$ cat config.mk
export PLATFORM = sky130hd
export DESIGN_NAME = oscpr_top
export DESIGN_NICKNAME = d
export VERILOG_FILES = /design/src/logic/oscpr_pkg.sv /design/src/logic/oscpr_ifs.sv /design/src/logic/oscpr_axil.sv /design/src/logic/oscpr_filter.sv /design/src/logic/oscpr_top.sv
export SDC_FILE = /design/constraint.sdc
export NUM_CORES = 1
export LEC_CHECK = 0
export ABC_AREA = 1
export CAP_MARGIN = 40
export CORE_ASPECT_RATIO = 2
export CORE_MARGIN = 2
export CORE_UTILIZATION = 64
export CTS_CLUSTER_DIAMETER = 60
export CTS_CLUSTER_SIZE = 25
export DETAILED_ROUTE_END_ITERATION = 12
export DONT_BUFFER_PORTS = 1
export PLACE_DENSITY = 0.84
export SYNTH_ARGS = -nofsm -noshare
export SYNTH_HDL_FRONTEND = slang
export SYNTH_SLANG_ARGS = --single-unit
$ cat constraint.sdc
create_clock -name CLK_I -period 3.7 [get_ports CLK_I]
set_input_delay 0.925 -clock CLK_I [delete_from_list [all_inputs] [get_ports CLK_I]]
set_output_delay 0.925 -clock CLK_I [all_outputs]
set_load 0.005 [all_outputs]
$ cat src/logic/oscpr_pkg.sv
`default_nettype none
package oscpr_pkg;
	// register indexes; byte address is four times the index
	localparam int unsigned IDX_W = 10;
	localparam logic [9:0] OSC_CFG_IDX = 10'h2fa;
	localparam logic [9:0] WPROTECT_IDX = 10'h2fb;
	localparam logic [9:0] STATUS_IDX = 10'h300;
	localparam logic [9:0] IRQ_STAT_IDX = 10'h301;
	localparam logic [9:0] IRQ_MASK_IDX = 10'h302;
	// oscillator_config fields
	localparam int unsigned OSC_EN_BIT = 7;
	localparam int unsigned WIDE_BW_BIT = 6;
	localparam int unsigned PINS_BIT = 5;
	localparam int unsigned FILT_W = 5;
	localparam logic [4:0] FILT_OFF = 5'h00;
	localparam logic [7:0] OSC_CFG_RST = 8'h00;
	// clock_write_protect: key that unlocks, reset state of the lock
	localparam logic [7:0] UNLOCK_KEY = 8'h26;
	localparam logic WLOCK_RST = 1'b0;
	// status bits and interrupt event bits
	localparam int unsigned ST_QUAL_BIT = 0;
	localparam int unsigned ST_WLOCK_BIT = 1;
	localparam int unsigned EV_W = 3;
	localparam int unsigned EV_QUAL = 0;
	localparam int unsigned EV_LOSS = 1;
	localparam int unsigned EV_BLOCKED = 2;
	// filter timing: good edges to qualify, bus cycles without edge = loss
	localparam int unsigned QUAL_EDGES = 4;
	localparam int unsigned LOSS_CYCLES = 256;
	localparam int unsigned TICK_W = 7;
	// bus responses
	localparam logic [1:0] RESP_OKAY = 2'h0;
	localparam logic [1:0] RESP_SLVERR = 2'h2;
	// filter qualification states
	typedef enum logic [1:0] {OSCPR_F_OFF, OSCPR_F_HUNT, OSCPR_F_GOOD}
		oscpr_fstate_t;
endpackage
`default_nettype wire

$ cat src/logic/oscpr_ifs.sv
`timescale 1ns/1ps
`default_nettype none
// register requests from the bus slave to the register file
interface oscpr_reg_if;
	logic wr; // one-cycle write strobe
	logic rd; // one-cycle read strobe
	logic [9:0] idx; // register index
	logic [7:0] wdata; // low byte of write data
	logic wstrb0; // low byte lane enabled
	logic [7:0] rdata; // read value, valid with rd
	logic hit; // index is mapped
	modport slave (output wr, rd, idx, wdata, wstrb0, input rdata, hit);
	modport regs (input wr, rd, idx, wdata, wstrb0, output rdata, hit);
endinterface
// control and result of the adaptive oscillator filter
interface oscpr_filt_if;
	logic en; // oscillator running
	logic wide; // wide acceptance window
	logic [4:0] ratio; // half the vco to crystal ratio, zero = off
	logic clr; // drop qualification
	logic vco_tick; // one pulse per vco cycle
	logic crystal_in; // sampled crystal input pin
	logic qualified; // oscillation judged stable
	logic loss; // one-cycle pulse when oscillation stopped
	modport ctrl (output en, wide, ratio, clr, vco_tick, crystal_in,
		input qualified, loss);
	modport filt (input en, wide, ratio, clr, vco_tick, crystal_in,
		output qualified, loss);
endinterface
`default_nettype wire

$ cat src/logic/oscpr_axil.sv
`timescale 1ns/1ps
`default_nettype none
module oscpr_axil (
	input wire logic clk_i,
	input wire logic rst_ni,
	input wire logic [11:0] awaddr_i,
	input wire logic awvalid_i,
	output logic awready_o,
	input wire logic [31:0] wdata_i,
	input wire logic [3:0] wstrb_i,
	input wire logic wvalid_i,
	output logic wready_o,
	output logic [1:0] bresp_o,
	output logic bvalid_o,
	input wire logic bready_i,
	input wire logic [11:0] araddr_i,
	input wire logic arvalid_i,
	output logic arready_o,
	output logic [31:0] rdata_o,
	output logic [1:0] rresp_o,
	output logic rvalid_o,
	input wire logic rready_i,
	oscpr_reg_if.slave r
);
	logic aw_have_q, w_have_q, ar_have_q; // held requests
	logic [9:0] awidx_q, aridx_q; // held indexes
	logic [7:0] wbyte_q; // held low data byte
	logic wstrb0_q; // held low lane strobe
	logic aw_take, w_take, ar_take, do_wr, do_rd;

	assign aw_take = awvalid_i & awready_o;
	assign w_take = wvalid_i & wready_o;
	assign ar_take = arvalid_i & arready_o;
	// write fires once both halves are held and no answer is pending
	assign do_wr = aw_have_q & w_have_q & ~bvalid_o;
	assign do_rd = ar_have_q & ~rvalid_o;
	assign r.wr = do_wr;
	assign r.rd = do_rd & ~do_wr;
	// reads wait one cycle behind a write so both share one index path
	assign r.idx = do_wr ? awidx_q : aridx_q;
	assign r.wdata = wbyte_q;
	assign r.wstrb0 = wstrb0_q;

	// write channel: address and data taken in either order
	always_ff @(posedge clk_i or negedge rst_ni) begin
		if (!rst_ni) begin
			aw_have_q <= 1'b0;
			w_have_q <= 1'b0;
			awready_o <= 1'b0;
			wready_o <= 1'b0;
			awidx_q <= '0;
			wbyte_q <= '0;
			wstrb0_q <= 1'b0;
			bvalid_o <= 1'b0;
			bresp_o <= oscpr_pkg::RESP_OKAY;
		end else begin
			if (aw_take) begin
				awidx_q <= awaddr_i[11:2];
			end
			if (w_take) begin
				wbyte_q <= wdata_i[7:0];
				wstrb0_q <= wstrb_i[0];
			end
			aw_have_q <= (aw_have_q | aw_take) & ~do_wr;
			w_have_q <= (w_have_q | w_take) & ~do_wr;
			// ready drops after a take and returns once the answer is gone
			awready_o <= ~(aw_have_q | aw_take) & ~bvalid_o & ~do_wr;
			wready_o <= ~(w_have_q | w_take) & ~bvalid_o & ~do_wr;
			if (do_wr) begin
				bvalid_o <= 1'b1;
				bresp_o <= r.hit ? oscpr_pkg::RESP_OKAY
					: oscpr_pkg::RESP_SLVERR;
			end else if (bready_i) begin
				bvalid_o <= 1'b0;
			end
		end
	end

	// read channel: data registered one cycle after the address is held
	always_ff @(posedge clk_i or negedge rst_ni) begin
		if (!rst_ni) begin
			ar_have_q <= 1'b0;
			arready_o <= 1'b0;
			aridx_q <= '0;
			rvalid_o <= 1'b0;
			rdata_o <= '0;
			rresp_o <= oscpr_pkg::RESP_OKAY;
		end else begin
			if (ar_take) begin
				aridx_q <= araddr_i[11:2];
			end
			ar_have_q <= (ar_have_q | ar_take) & ~r.rd;
			arready_o <= ~(ar_have_q | ar_take) & ~rvalid_o & ~r.rd;
			if (r.rd) begin
				rvalid_o <= 1'b1;
				rdata_o <= {24'h000000, r.rdata};
				rresp_o <= r.hit ? oscpr_pkg::RESP_OKAY
					: oscpr_pkg::RESP_SLVERR;
			end else if (rready_i) begin
				rvalid_o <= 1'b0;
			end
		end
	end
endmodule // oscpr_axil
`default_nettype wire

$ cat src/logic/oscpr_filter.sv
`timescale 1ns/1ps
`default_nettype none
module oscpr_filter #(
	parameter int unsigned QUAL_EDGES = oscpr_pkg::QUAL_EDGES,
	parameter int unsigned LOSS_CYCLES = oscpr_pkg::LOSS_CYCLES
) (
	input wire logic clk_i,
	input wire logic rst_ni,
	oscpr_filt_if.filt f
);
	localparam int unsigned LW = $clog2(LOSS_CYCLES + 1);
	localparam int unsigned TW = oscpr_pkg::TICK_W;
	if (QUAL_EDGES < 1 || QUAL_EDGES > 15 || LOSS_CYCLES < 4) begin : g_bad
		$error("oscpr_filter: parameter out of range");
	end
	logic cin_q; // previous crystal sample, for edge detection
	logic [TW-1:0] tick_q; // vco cycles since last accepted edge
	logic [3:0] good_q; // accepted edges in a row
	logic [LW-1:0] idle_q; // bus cycles since the last rising crystal edge
	logic loss_q;
	oscpr_pkg::oscpr_fstate_t st_q;
	logic rise, filt_on, acc, miss, gone, in_win, sync_edge;
	logic [TW-1:0] exp_cnt, lo, hi, cnt;

	assign rise = f.crystal_in & ~cin_q;
	assign filt_on = f.ratio != oscpr_pkg::FILT_OFF;
	// one crystal period is twice the half ratio in vco cycles
	assign exp_cnt = {1'b0, f.ratio, 1'b0};
	assign lo = f.wide ? exp_cnt - 7'h01 : exp_cnt;
	assign hi = f.wide ? exp_cnt + 7'h01 : exp_cnt;
	// vco cycles since the last taken edge, this cycle's tick included
	assign cnt = tick_q + {{(TW-1){1'b0}}, f.vco_tick};
	assign in_win = cnt >= lo && cnt <= hi;
	// with no run yet the first edge sets the timing reference and counts as the first good edge
	assign sync_edge = rise && good_q == 4'h0;
	// early edges are noise and get swallowed; only window edges and the sync edge count, or every edge with the filter off
	assign acc = rise & (~filt_on | in_win | sync_edge);
	assign miss = filt_on & (cnt > hi);
	assign gone = f.en & (idle_q == LW'(LOSS_CYCLES - 1));
	assign f.qualified = st_q == oscpr_pkg::OSCPR_F_GOOD;
	assign f.loss = loss_q;

	// edge sampling and vco cycle counting between expected edges
	always_ff @(posedge clk_i or negedge rst_ni) begin
		if (!rst_ni) begin
			cin_q <= 1'b0;
			tick_q <= '0;
		end else begin
			cin_q <= f.crystal_in;
			if (!f.en || acc || miss) begin
				tick_q <= '0;
			end else if (f.vco_tick && tick_q != '1) begin
				tick_q <= tick_q + 7'h01;
			end
		end
	end

	// loss watch: a stopped crystal gives no edges at all
	always_ff @(posedge clk_i or negedge rst_ni) begin
		if (!rst_ni) begin
			idle_q <= '0;
			loss_q <= 1'b0;
		end else begin
			loss_q <= gone;
			if (!f.en || rise || gone) begin
				idle_q <= '0;
			end else begin
				idle_q <= idle_q + LW'(1);
			end
		end
	end

	// qualification: a run of accepted edges, broken by a miss or loss
	always_ff @(posedge clk_i or negedge rst_ni) begin
		if (!rst_ni) begin
			st_q <= oscpr_pkg::OSCPR_F_OFF;
			good_q <= '0;
		end else begin
			unique case (st_q)
				oscpr_pkg::OSCPR_F_OFF: begin
					good_q <= '0;
					if (f.en) begin
						st_q <= oscpr_pkg::OSCPR_F_HUNT;
					end
				end
				oscpr_pkg::OSCPR_F_HUNT, oscpr_pkg::OSCPR_F_GOOD: begin
					if (!f.en) begin
						st_q <= oscpr_pkg::OSCPR_F_OFF;
					end else if (f.clr || miss || gone) begin
						st_q <= oscpr_pkg::OSCPR_F_HUNT;
						good_q <= '0;
					end else if (acc && good_q == 4'(QUAL_EDGES - 1)) begin
						st_q <= oscpr_pkg::OSCPR_F_GOOD;
						good_q <= 4'(QUAL_EDGES);
					end else if (acc && st_q == oscpr_pkg::OSCPR_F_HUNT) begin
						good_q <= good_q + 4'h1;
					end
				end
				default: st_q <= oscpr_pkg::OSCPR_F_OFF;
			endcase
		end
	end
endmodule // oscpr_filter
`default_nettype wire

$ cat src/logic/oscpr_top.sv
// Chosen here: the AXI4-Lite slave port.
`timescale 1ns/1ps
`default_nettype none
module oscpr_top #(
	parameter int unsigned QUAL_EDGES = oscpr_pkg::QUAL_EDGES,
	parameter int unsigned LOSS_CYCLES = oscpr_pkg::LOSS_CYCLES
) (
	input wire logic CLK_I,
	input wire logic NRST_I,
	input wire logic [11:0] S_AXI_AWADDR_I,
	input wire logic S_AXI_AWVALID_I,
	output logic S_AXI_AWREADY_O,
	input wire logic [31:0] S_AXI_WDATA_I,
	input wire logic [3:0] S_AXI_WSTRB_I,
	input wire logic S_AXI_WVALID_I,
	output logic S_AXI_WREADY_O,
	output logic [1:0] S_AXI_BRESP_O,
	output logic S_AXI_BVALID_O,
	input wire logic S_AXI_BREADY_I,
	input wire logic [11:0] S_AXI_ARADDR_I,
	input wire logic S_AXI_ARVALID_I,
	output logic S_AXI_ARREADY_O,
	output logic [31:0] S_AXI_RDATA_O,
	output logic [1:0] S_AXI_RRESP_O,
	output logic S_AXI_RVALID_O,
	input wire logic S_AXI_RREADY_I,
	input wire logic PLL_SELECT_I,
	input wire logic VCO_TICK_I,
	input wire logic CRYSTAL_IN_I,
	input wire logic ALT_OUT_I,
	input wire logic ALT_OE_N_I,
	output logic CRYSTAL_OUT_O,
	output logic CRYSTAL_OUT_OE_N_O,
	output logic ALT_IN_O,
	output logic OSC_ENABLE_O,
	output logic CLK_MON_EN_O,
	output logic REF_FROM_CRYSTAL_O,
	output logic PINS_RESERVED_O,
	output logic OSC_QUALIFIED_O,
	output logic MON_RESET_O,
	output logic PLL_LOCK_CLR_O,
	output logic CFG_WRITE_OK_O,
	output logic IRQ_O
);
	localparam int unsigned EW = oscpr_pkg::EV_W;
	oscpr_reg_if rb ();
	oscpr_filt_if fb ();

	logic osc_en_q; // oscillator enable
	logic wide_q; // filter wide band
	logic [4:0] filt_q; // filter half ratio field
	logic pins_q; // crystal pins reserved, sticky until reset
	logic wlock_q; // configuration write lock
	logic qual_q; // registered qualified flag
	logic [EW-1:0] ist_q, ist_d; // interrupt status, write one to clear
	logic [EW-1:0] imask_q; // interrupt mask
	logic [EW-1:0] ev; // events of this cycle
	logic cfg_wr, cfg_eff, lock_wr;

	// true when a write strobe targets the given register on lane 0
	function automatic logic wr_to(input logic [9:0] idx);
		return rb.wr && rb.wstrb0 && rb.idx == idx;
	endfunction

	oscpr_axil u_axil (
		.clk_i(CLK_I),
		.rst_ni(NRST_I),
		.awaddr_i(S_AXI_AWADDR_I),
		.awvalid_i(S_AXI_AWVALID_I),
		.awready_o(S_AXI_AWREADY_O),
		.wdata_i(S_AXI_WDATA_I),
		.wstrb_i(S_AXI_WSTRB_I),
		.wvalid_i(S_AXI_WVALID_I),
		.wready_o(S_AXI_WREADY_O),
		.bresp_o(S_AXI_BRESP_O),
		.bvalid_o(S_AXI_BVALID_O),
		.bready_i(S_AXI_BREADY_I),
		.araddr_i(S_AXI_ARADDR_I),
		.arvalid_i(S_AXI_ARVALID_I),
		.arready_o(S_AXI_ARREADY_O),
		.rdata_o(S_AXI_RDATA_O),
		.rresp_o(S_AXI_RRESP_O),
		.rvalid_o(S_AXI_RVALID_O),
		.rready_i(S_AXI_RREADY_I),
		.r(rb.slave)
	);

	oscpr_filter #(
		.QUAL_EDGES(QUAL_EDGES),
		.LOSS_CYCLES(LOSS_CYCLES)
	) u_filter (
		.clk_i(CLK_I),
		.rst_ni(NRST_I),
		.f(fb.filt)
	);

	// filter is steered straight from the configuration flops
	assign fb.en = osc_en_q;
	assign fb.wide = wide_q;
	assign fb.ratio = filt_q;
	assign fb.clr = cfg_eff;
	assign fb.vco_tick = VCO_TICK_I;
	assign fb.crystal_in = CRYSTAL_IN_I;

	assign cfg_wr = wr_to(oscpr_pkg::OSC_CFG_IDX);
	// a blocked write is dropped and raises the blocked event; the bus still answers okay
	assign cfg_eff = cfg_wr && !wlock_q && PLL_SELECT_I;
	assign lock_wr = wr_to(oscpr_pkg::WPROTECT_IDX);

	// configuration register; reservation bit is not software writable
	always_ff @(posedge CLK_I or negedge NRST_I) begin
		if (!NRST_I) begin
			osc_en_q <= oscpr_pkg::OSC_CFG_RST[oscpr_pkg::OSC_EN_BIT];
			wide_q <= oscpr_pkg::OSC_CFG_RST[oscpr_pkg::WIDE_BW_BIT];
			filt_q <= oscpr_pkg::OSC_CFG_RST[oscpr_pkg::FILT_W-1:0];
		end else if (cfg_eff) begin
			osc_en_q <= rb.wdata[oscpr_pkg::OSC_EN_BIT];
			wide_q <= rb.wdata[oscpr_pkg::WIDE_BW_BIT];
			filt_q <= rb.wdata[oscpr_pkg::FILT_W-1:0];
		end
	end

	// pin reservation only ever sets; only reset takes it back
	always_ff @(posedge CLK_I or negedge NRST_I) begin
		if (!NRST_I) begin
			pins_q <= oscpr_pkg::OSC_CFG_RST[oscpr_pkg::PINS_BIT];
		end else begin
			pins_q <= pins_q | osc_en_q;
		end
	end

	// write lock: the key opens, every other value closes
	always_ff @(posedge CLK_I or negedge NRST_I) begin
		if (!NRST_I) begin
			wlock_q <= oscpr_pkg::WLOCK_RST;
		end else if (lock_wr) begin
			wlock_q <= rb.wdata != oscpr_pkg::UNLOCK_KEY;
		end
	end

	// oscillator control and clock routing outputs
	always_ff @(posedge CLK_I or negedge NRST_I) begin
		if (!NRST_I) begin
			OSC_ENABLE_O <= 1'b0;
			CLK_MON_EN_O <= 1'b0;
			REF_FROM_CRYSTAL_O <= 1'b0;
			MON_RESET_O <= 1'b0;
			PLL_LOCK_CLR_O <= 1'b0;
			CFG_WRITE_OK_O <= 1'b0;
			qual_q <= 1'b0;
		end else begin
			OSC_ENABLE_O <= osc_en_q;
			CLK_MON_EN_O <= osc_en_q;
			// low means the pll reference is the internal rc clock
			REF_FROM_CRYSTAL_O <= osc_en_q;
			// the monitor only fires while the oscillator is wanted
			MON_RESET_O <= osc_en_q && fb.loss;
			PLL_LOCK_CLR_O <= cfg_eff;
			// other clock registers take writes only while this is high
			CFG_WRITE_OK_O <= ~wlock_q;
			// cleared with the write so a stale pass cannot leak through
			qual_q <= fb.qualified && !cfg_eff;
		end
	end
	assign OSC_QUALIFIED_O = qual_q;

	// crystal pins: oscillator owns both while reserved
	always_ff @(posedge CLK_I or negedge NRST_I) begin
		if (!NRST_I) begin
			PINS_RESERVED_O <= 1'b0;
			CRYSTAL_OUT_O <= 1'b0;
			CRYSTAL_OUT_OE_N_O <= 1'b1;
			ALT_IN_O <= 1'b0;
		end else begin
			PINS_RESERVED_O <= pins_q;
			if (pins_q) begin
				// inverting amplifier drive; other functions see nothing
				CRYSTAL_OUT_O <= ~CRYSTAL_IN_I;
				CRYSTAL_OUT_OE_N_O <= 1'b0;
				ALT_IN_O <= 1'b0;
			end else begin
				CRYSTAL_OUT_O <= ALT_OUT_I;
				CRYSTAL_OUT_OE_N_O <= ALT_OE_N_I;
				ALT_IN_O <= CRYSTAL_IN_I;
			end
		end
	end

	// interrupt events: qualified rising, oscillation lost, write blocked
	always_comb begin
		ev = '0;
		ev[oscpr_pkg::EV_QUAL] = fb.qualified && !qual_q && !cfg_eff;
		ev[oscpr_pkg::EV_LOSS] = osc_en_q && fb.loss;
		ev[oscpr_pkg::EV_BLOCKED] = cfg_wr && !cfg_eff;
		ist_d = ist_q;
		if (wr_to(oscpr_pkg::IRQ_STAT_IDX)) begin
			ist_d = ist_d & ~rb.wdata[EW-1:0];
		end
		// a new event in the clearing cycle survives the clear
		ist_d = ist_d | ev;
	end

	// interrupt status, mask and the single level output
	always_ff @(posedge CLK_I or negedge NRST_I) begin
		if (!NRST_I) begin
			ist_q <= '0;
			imask_q <= '0;
			IRQ_O <= 1'b0;
		end else begin
			ist_q <= ist_d;
			if (wr_to(oscpr_pkg::IRQ_MASK_IDX)) begin
				imask_q <= rb.wdata[EW-1:0];
			end
			IRQ_O <= |(ist_q & imask_q);
		end
	end

	// read mux; unmapped indexes answer with an error response
	always_comb begin
		rb.rdata = 8'h00;
		rb.hit = 1'b1;
		unique case (rb.idx)
			oscpr_pkg::OSC_CFG_IDX: begin
				rb.rdata[oscpr_pkg::OSC_EN_BIT] = osc_en_q;
				rb.rdata[oscpr_pkg::WIDE_BW_BIT] = wide_q;
				rb.rdata[oscpr_pkg::PINS_BIT] = pins_q;
				rb.rdata[oscpr_pkg::FILT_W-1:0] = filt_q;
			end
			oscpr_pkg::WPROTECT_IDX: rb.rdata[0] = wlock_q;
			oscpr_pkg::STATUS_IDX: begin
				rb.rdata[oscpr_pkg::ST_QUAL_BIT] = qual_q;
				rb.rdata[oscpr_pkg::ST_WLOCK_BIT] = wlock_q;
			end
			oscpr_pkg::IRQ_STAT_IDX: rb.rdata[EW-1:0] = ist_q;
			oscpr_pkg::IRQ_MASK_IDX: rb.rdata[EW-1:0] = imask_q;
			default: rb.hit = 1'b0;
		endcase
	end
endmodule // oscpr_top
`default_nettype wire

# == Yosys cells after proc, flatten, opt, wreduce, memory -nomap -nowiden ==
# Index checks and enable logic that the tools add are counted.
# word_totals
ff_bits,98
latch_bits,0
ramBits,0
rom_bits,0
in_bits,72
output_inout_bits,53
word_cells,172
memories,0
# classes
n_addsub,6
n_mul,0
div_mod_pow,0
magnitude_cmp,3
n_eq_ne,15
shifts,0
n_mux,30
bitwise_logic,41
n_reduce_logical,39
# ops
op,n
equality test 10 bit (second input constant),5
2-to-1 mux 7 bit,4
bitwise AND 1 bit,20
logical AND 1 bit,17
2-to-1 mux 4 bit,4
NOT 1 bit,11
2-to-1 mux 10 bit,1
2-to-1 mux 2 bit,5
adder 9 x 1 -> 9 bit (second input constant),1
equality test 9 x 8 -> 1 bit (second input constant),1
2-to-1 mux 9 bit,1
2-to-1 mux 1 bit,8
!= test 8 x 6 -> 1 bit (second input constant),1
case mux 4 bit (2 select lines),1
nonzero test 2 bit,4
adder 6 x 1 -> 7 bit (second input constant),1
adder 7 x 1 -> 7 bit,1
adder 7 x 1 -> 7 bit (second input constant),1
>= comparator 7 bit,1
> comparator 7 bit,1
<= comparator 7 bit,1
!= test 7 bit (second input constant),1
subtractor 6 x 1 -> 7 bit (second input constant),1
bitwise AND 3 bit,2
26 further kinds,40

# == Depth between registers and ports, before layout ==
# depth
word_depth,13
depth_mapped,22
mapped_depth_nobuf,22

# == By module ==
# Synthesis repeated with hierarchy kept, for this count alone.
# hier_totals
hier_cells,670
hier_area_um2,5336.4
# by_module_without_submodules
mod,n_inst,cells_each,area_each_um2,seq_area_each_um2
oscpr_axil,1,256,2159.6,1176.1
oscpr_filter,1,247,1875.5,600.6
oscpr_top,1,167,1301.2,626.9

# == Least setup slack after synthesis ==
# No wires, ideal clock.
# synth_timing
path_kind,in2reg
from,input port VCO_TICK_I
to,register u_filter.st_q[0]
setup_ns,0.116
arrival_ns,2.998
t_required_ns,3.584
setup_slack_ns,0.586
path_stages,18
path_buffers,0
path_cell_list,ha_1 ha_1 inv_1 nor2_1 xor2_1 ha_1 nand3_1 nand2_1 nor2_1 nand2_1 nand2_1 nand2_1 a21oi_1 nand3_1 nor2_1 nor2_2 nand2_1 nand2_1
# synth_via
elab_chain_cells,9
elab_cells_between_ends,17
cone_classes,add/sub: 1; order compare: 3; eq/ne: 1; mux: 3; bitwise: 4; reduce/logical: 5
# synth_lines
element,line_no,rtl
from (decl),oscpr_top.sv:28,"input wire logic VCO_TICK_I,"
adder 7 x 1 -> 7 bit (*),oscpr_filter.sv:32,"assign cnt = tick_q + {{(TW-1){1'b0}}, f.vco_tick};"
>= comparator 7 bit or <= comparator 7 bit (tied branches),oscpr_filter.sv:33,assign in_win = cnt >= lo && cnt <= hi;
logical AND 1 bit,oscpr_filter.sv:33,
OR 1 bit (2 in series),oscpr_filter.sv:37,assign acc = rise & (~filt_on | in_win | sync_edge);
bitwise AND 1 bit,oscpr_filter.sv:37,
logical AND 1 bit,oscpr_filter.sv:92,end else if (acc && good_q == 4'(QUAL_EDGES - 1)) begin
!= test 4 x 2 -> 1 bit (no source line),n/a,
AND reduction 2 bit (no source line),n/a,
to (signal assigned),oscpr_filter.sv:90,st_q <= oscpr_pkg::OSCPR_F_HUNT;
to (signal assigned),oscpr_filter.sv:93,st_q <= oscpr_pkg::OSCPR_F_GOOD;
to (signal assigned),oscpr_filter.sv:99,default: st_q <= oscpr_pkg::OSCPR_F_OFF;
to (decl),oscpr_filter.sv:21,oscpr_pkg::oscpr_fstate_t st_q;
# Every way passes the cells marked *; elsewhere a longest branch is shown, timed or not.
# A chain may end at the register's enable or synchronous reset.

# == Worst setup path after layout ==
# Same ends and word-level chain as after synthesis.

==> impl_metrics.env <==
export IMPL_status="completed"
export IMPL_stdcell_count=742
export IMPL_ys_warn_count=0
export IMPL_design_die_area_mm2=0.00888
export IMPL_cts_clk_slew_worst_paths_ns=0.06
export IMPL_grt_overflow_total=0
export IMPL_area_growth_pct=5.36
export IMPL_wl_per_cell_um=15.2
export IMPL_post_route_min_period_ns=3.28
export IMPL_r2r_start="u_filter.tick_q[0]"
export IMPL_grt_pass1_wl_um=18600
export IMPL_path_delay_family="simple AND/OR/NAND/NOR gates"
export IMPL_grt_max_degree=97
export IMPL_startpoint="VCO_TICK_I"
export IMPL_ctsResizeCount=0
export IMPL_maxCapViolCount=0
export IMPL_cts_max_path_buffers=2
export IMPL_cts_buffers=9
export IMPL_crit_top_cell="nand2_1"
export IMPL_first_global_vias=4200
export IMPL_die_w_um=67.6
export IMPL_vias=4066
export IMPL_finalClockSkew_ns=0.0108
export IMPL_placed_area_mm2=0.00515
export IMPL_core_area_mm2=0.00789
export IMPL_hold_violations=0
export IMPL_wl_um=11300
export IMPL_cts_tree="yes"
export IMPL_syn_area_mm2=0.00518
export IMPL_rows=46
export IMPL_power_density_mw_per_mm2=716
export IMPL_leakagePower_uw=0.00291
export IMPL_syn_area_per_cell_um2=8.10
export IMPL_timing_final_max_slew_violations=0
export IMPL_crit_path_start_kind="input pin"
export IMPL_crit_arrival_ns=3.57
export IMPL_crit_buf_inv=1
export IMPL_hold_class="in -> async"
export IMPL_port_buffers=0
export IMPL_slowest_stage="a21oi_1"
export IMPL_yosys_cell_types_count=37
export IMPL_synth_edf_count=0
export IMPL_ys_ff_latch=96
export IMPL_clock_sinks=96
export IMPL_syn_inst=640
export IMPL_dp_hpwl_um=8320
export IMPL_final_common_cell="nand2_1"
export IMPL_ys_async_sr_fraction_pct=100
export IMPL_worstPathCellList="ha_1 > ha_1 > inv_1 > nor2_1 > xor2_1 > ha_1 > nand3_1 > nand2_1 > nor2_1 > nand2_1 > nand2_1 > nand2_1 > a21oi_1 > nand3_1 > o21bai_1 > nand2_1 > nand2_1"
export IMPL_antenna_found_initial=0
export IMPL_num_io_pins=125
export IMPL_multi_input_area_mm2=0.00230
export IMPL_drtPass1Iterations=5
export IMPL_stdcell_area_mm2=0.00546
export IMPL_cp_required_ns=3.99
export IMPL_ys_seq_area_share_pct=46.4
export IMPL_drcViolationCount=0
export IMPL_placed_cells=726
export IMPL_grt_usage_pct=27.7
export IMPL_vias_per_cell=5.48
export IMPL_postCtsSetupBuffers=0
export IMPL_path_max_fanout=3
export IMPL_dominantRegCellSynth="dfrtp_1"
export IMPL_die_h_um=131
export IMPL_worst_setup_path_type="in -> reg"
export IMPL_final_cell_mix="172 x nand2_1, 95 x dfrtp_1, 83 x inv_1"
export IMPL_rsz0062_at_grt="false"
export IMPL_worst_path_largest_cell_delay_ns=0.36
export IMPL_start_util_pct=65.7
export IMPL_slew_headroom_pct=60.9
export IMPL_post_route_cells_drive_above_1_share_pct=6.50
export IMPL_n_fill_cell=645
export IMPL_finalCritPeriodShare_pct=88.5
export IMPL_cts_hold_buf=0
export IMPL_seq_area_mm2=0.00240
export IMPL_fin_nets=737
export IMPL_max_clock_freq_mhz=305
export IMPL_worst_slew_pin_slew_ns=0.585
export IMPL_clock_root_buffer="clkbuf_16"
export IMPL_setup_tns_ns=0
export IMPL_first_iter_violations=211
export IMPL_postRouteAntennaNets=0
export IMPL_antenna_cells=0
export IMPL_regToRegSetupSlack_ns=0.56
export IMPL_clk_insertion_delay_late_ns=0.35
export IMPL_htree_levels=3
export IMPL_cp_end_kind="flip-flop"
export IMPL_max_vdd_ir_drop_uv=484
export IMPL_setup_violations=0
export IMPL_gp_congestion=0.895
==> registers in the layout, indices dropped and copies added (netlist names), 2 cells and up <==
| name | cells |
|---|---|
| u_axil.aridx_q | 10 |
| u_axil.awidx_q | 10 |
| u_filter.idle_q | 9 |
| u_axil.r.wdata | 8 |
| u_axil.rdata_o | 8 |
| u_filter.tick_q | 7 |
| fb.ratio | 5 |
| u_filter.good_q | 4 |
| imask_q | 3 |
| ist_q | 3 |
| u_filter.st_q | 2 |
==> through the flow <==
step / utilization (%) / hold WS (ns) / worst slack (ns) / total power (uW)
after floorplan: - / 0.395 / 0.586 / 2640
after global placement: 65.3 / 0.407 / 0.238 / 2840
after detailed placement: 65.3 / 0.426 / 0.122 / 2920
after CTS: 69.3 / 0.265 / 0.437 / 3920
after global routing: 69.3 / 0.260 / 0.166 / 4180
final: 69.3 / 0.277 / 0.424 / 3910
==> cell usage after synthesis, types with 2 or more instances <==
library cell,number,area share (%)
nand2_1,172,12
dfrtp_1,95,46
inv_1,83,6.0
nor2_1,62,4.5
nand3_1,31,3.0
o21ai_0,30,2.9
buf_4,29,4.2
a21oi_1,24,2.3
ha_1,24,5.8
nor3_1,10,0.97
xor2_1,10,1.7
nand2_2,8,0.97
nand4_1,8,0.97
o31ai_1,7,1.0
o21ai_1,5,0.48
clkbuf_1,4,0.29
nor2_4,4,0.87
nor3b_1,4,0.58
inv_2,3,0.22
mux2_2,3,0.65
nand2_4,3,0.65
nor4_1,3,0.36
nor2_2,2,0.24
o21bai_1,2,0.29
xnor2_1,2,0.34
==> metal layers <==
metal	wire length [um]	vias to the layer above	track usage [%]
met3	551	40	6.59
met2	6350	143	49.6
met1	3850	1916	26.9
met4	563	0	16.3
met5	0	-	0
li1	-	1967	-
==> worst paths after layout <==
path / end / cells past startpoint
worst min-delay path: u_filter.tick_q[0] / 0
worst min register to register: PINS_RESERVED_O / 0
worst max-delay path: u_filter.st_q[0] / 17
max in group asynchronous: CRYSTAL_OUT_OE_N_O / 0
worst max register to register: u_filter.st_q[0] / 17
min in group CLK_I: PINS_RESERVED_O / 0
==> report_power, final <==
group / leakage, uW / total, uW / switching (uW) / internal (uW)
clock: 0.000153 / 958 / 377 / 581
sequential: 0.00119 / 1590 / 241 / 1340
combinational: 0.00157 / 1370 / 914 / 455
==> area by class of cell <==
class	count	area share [%]
tap	96	2.20
clock buffer	14	5.02
sequential	96	44.0
multi-input combinational	447	42.1
clock inverter	2	0.710
inverter	87	5.98
==> worst register-to-register path, stage by stage, from the launching register on <==
cell      delay (ns)
dfrtp_1         0.40
ha_1            0.23
ha_1            0.21
inv_1           0.05
nor2_1          0.20
xor2_1          0.27
ha_1            0.30
nand3_1         0.08
nand2_1         0.05
nor2_1          0.09
nand2_1         0.06
nand2_1         0.10
nand2_1         0.10
a21oi_1         0.36
nand3_1         0.21
o21bai_1        0.24
nand2_1         0.08
nand2_1         0.07
==> cells by family after synthesis <==
logic type,after synthesis,share of synthesized area [%]
fa+ha+maj,24,5.79
mux,3,0.652
compound gates,70,7.27
buf+inv,122,11.1
other cells,1,0.0723
xor+xnor,12,2.03
flops,96,46.4
simple gates,312,26.7
Note: power is estimated with default switching activity, not from simulation.
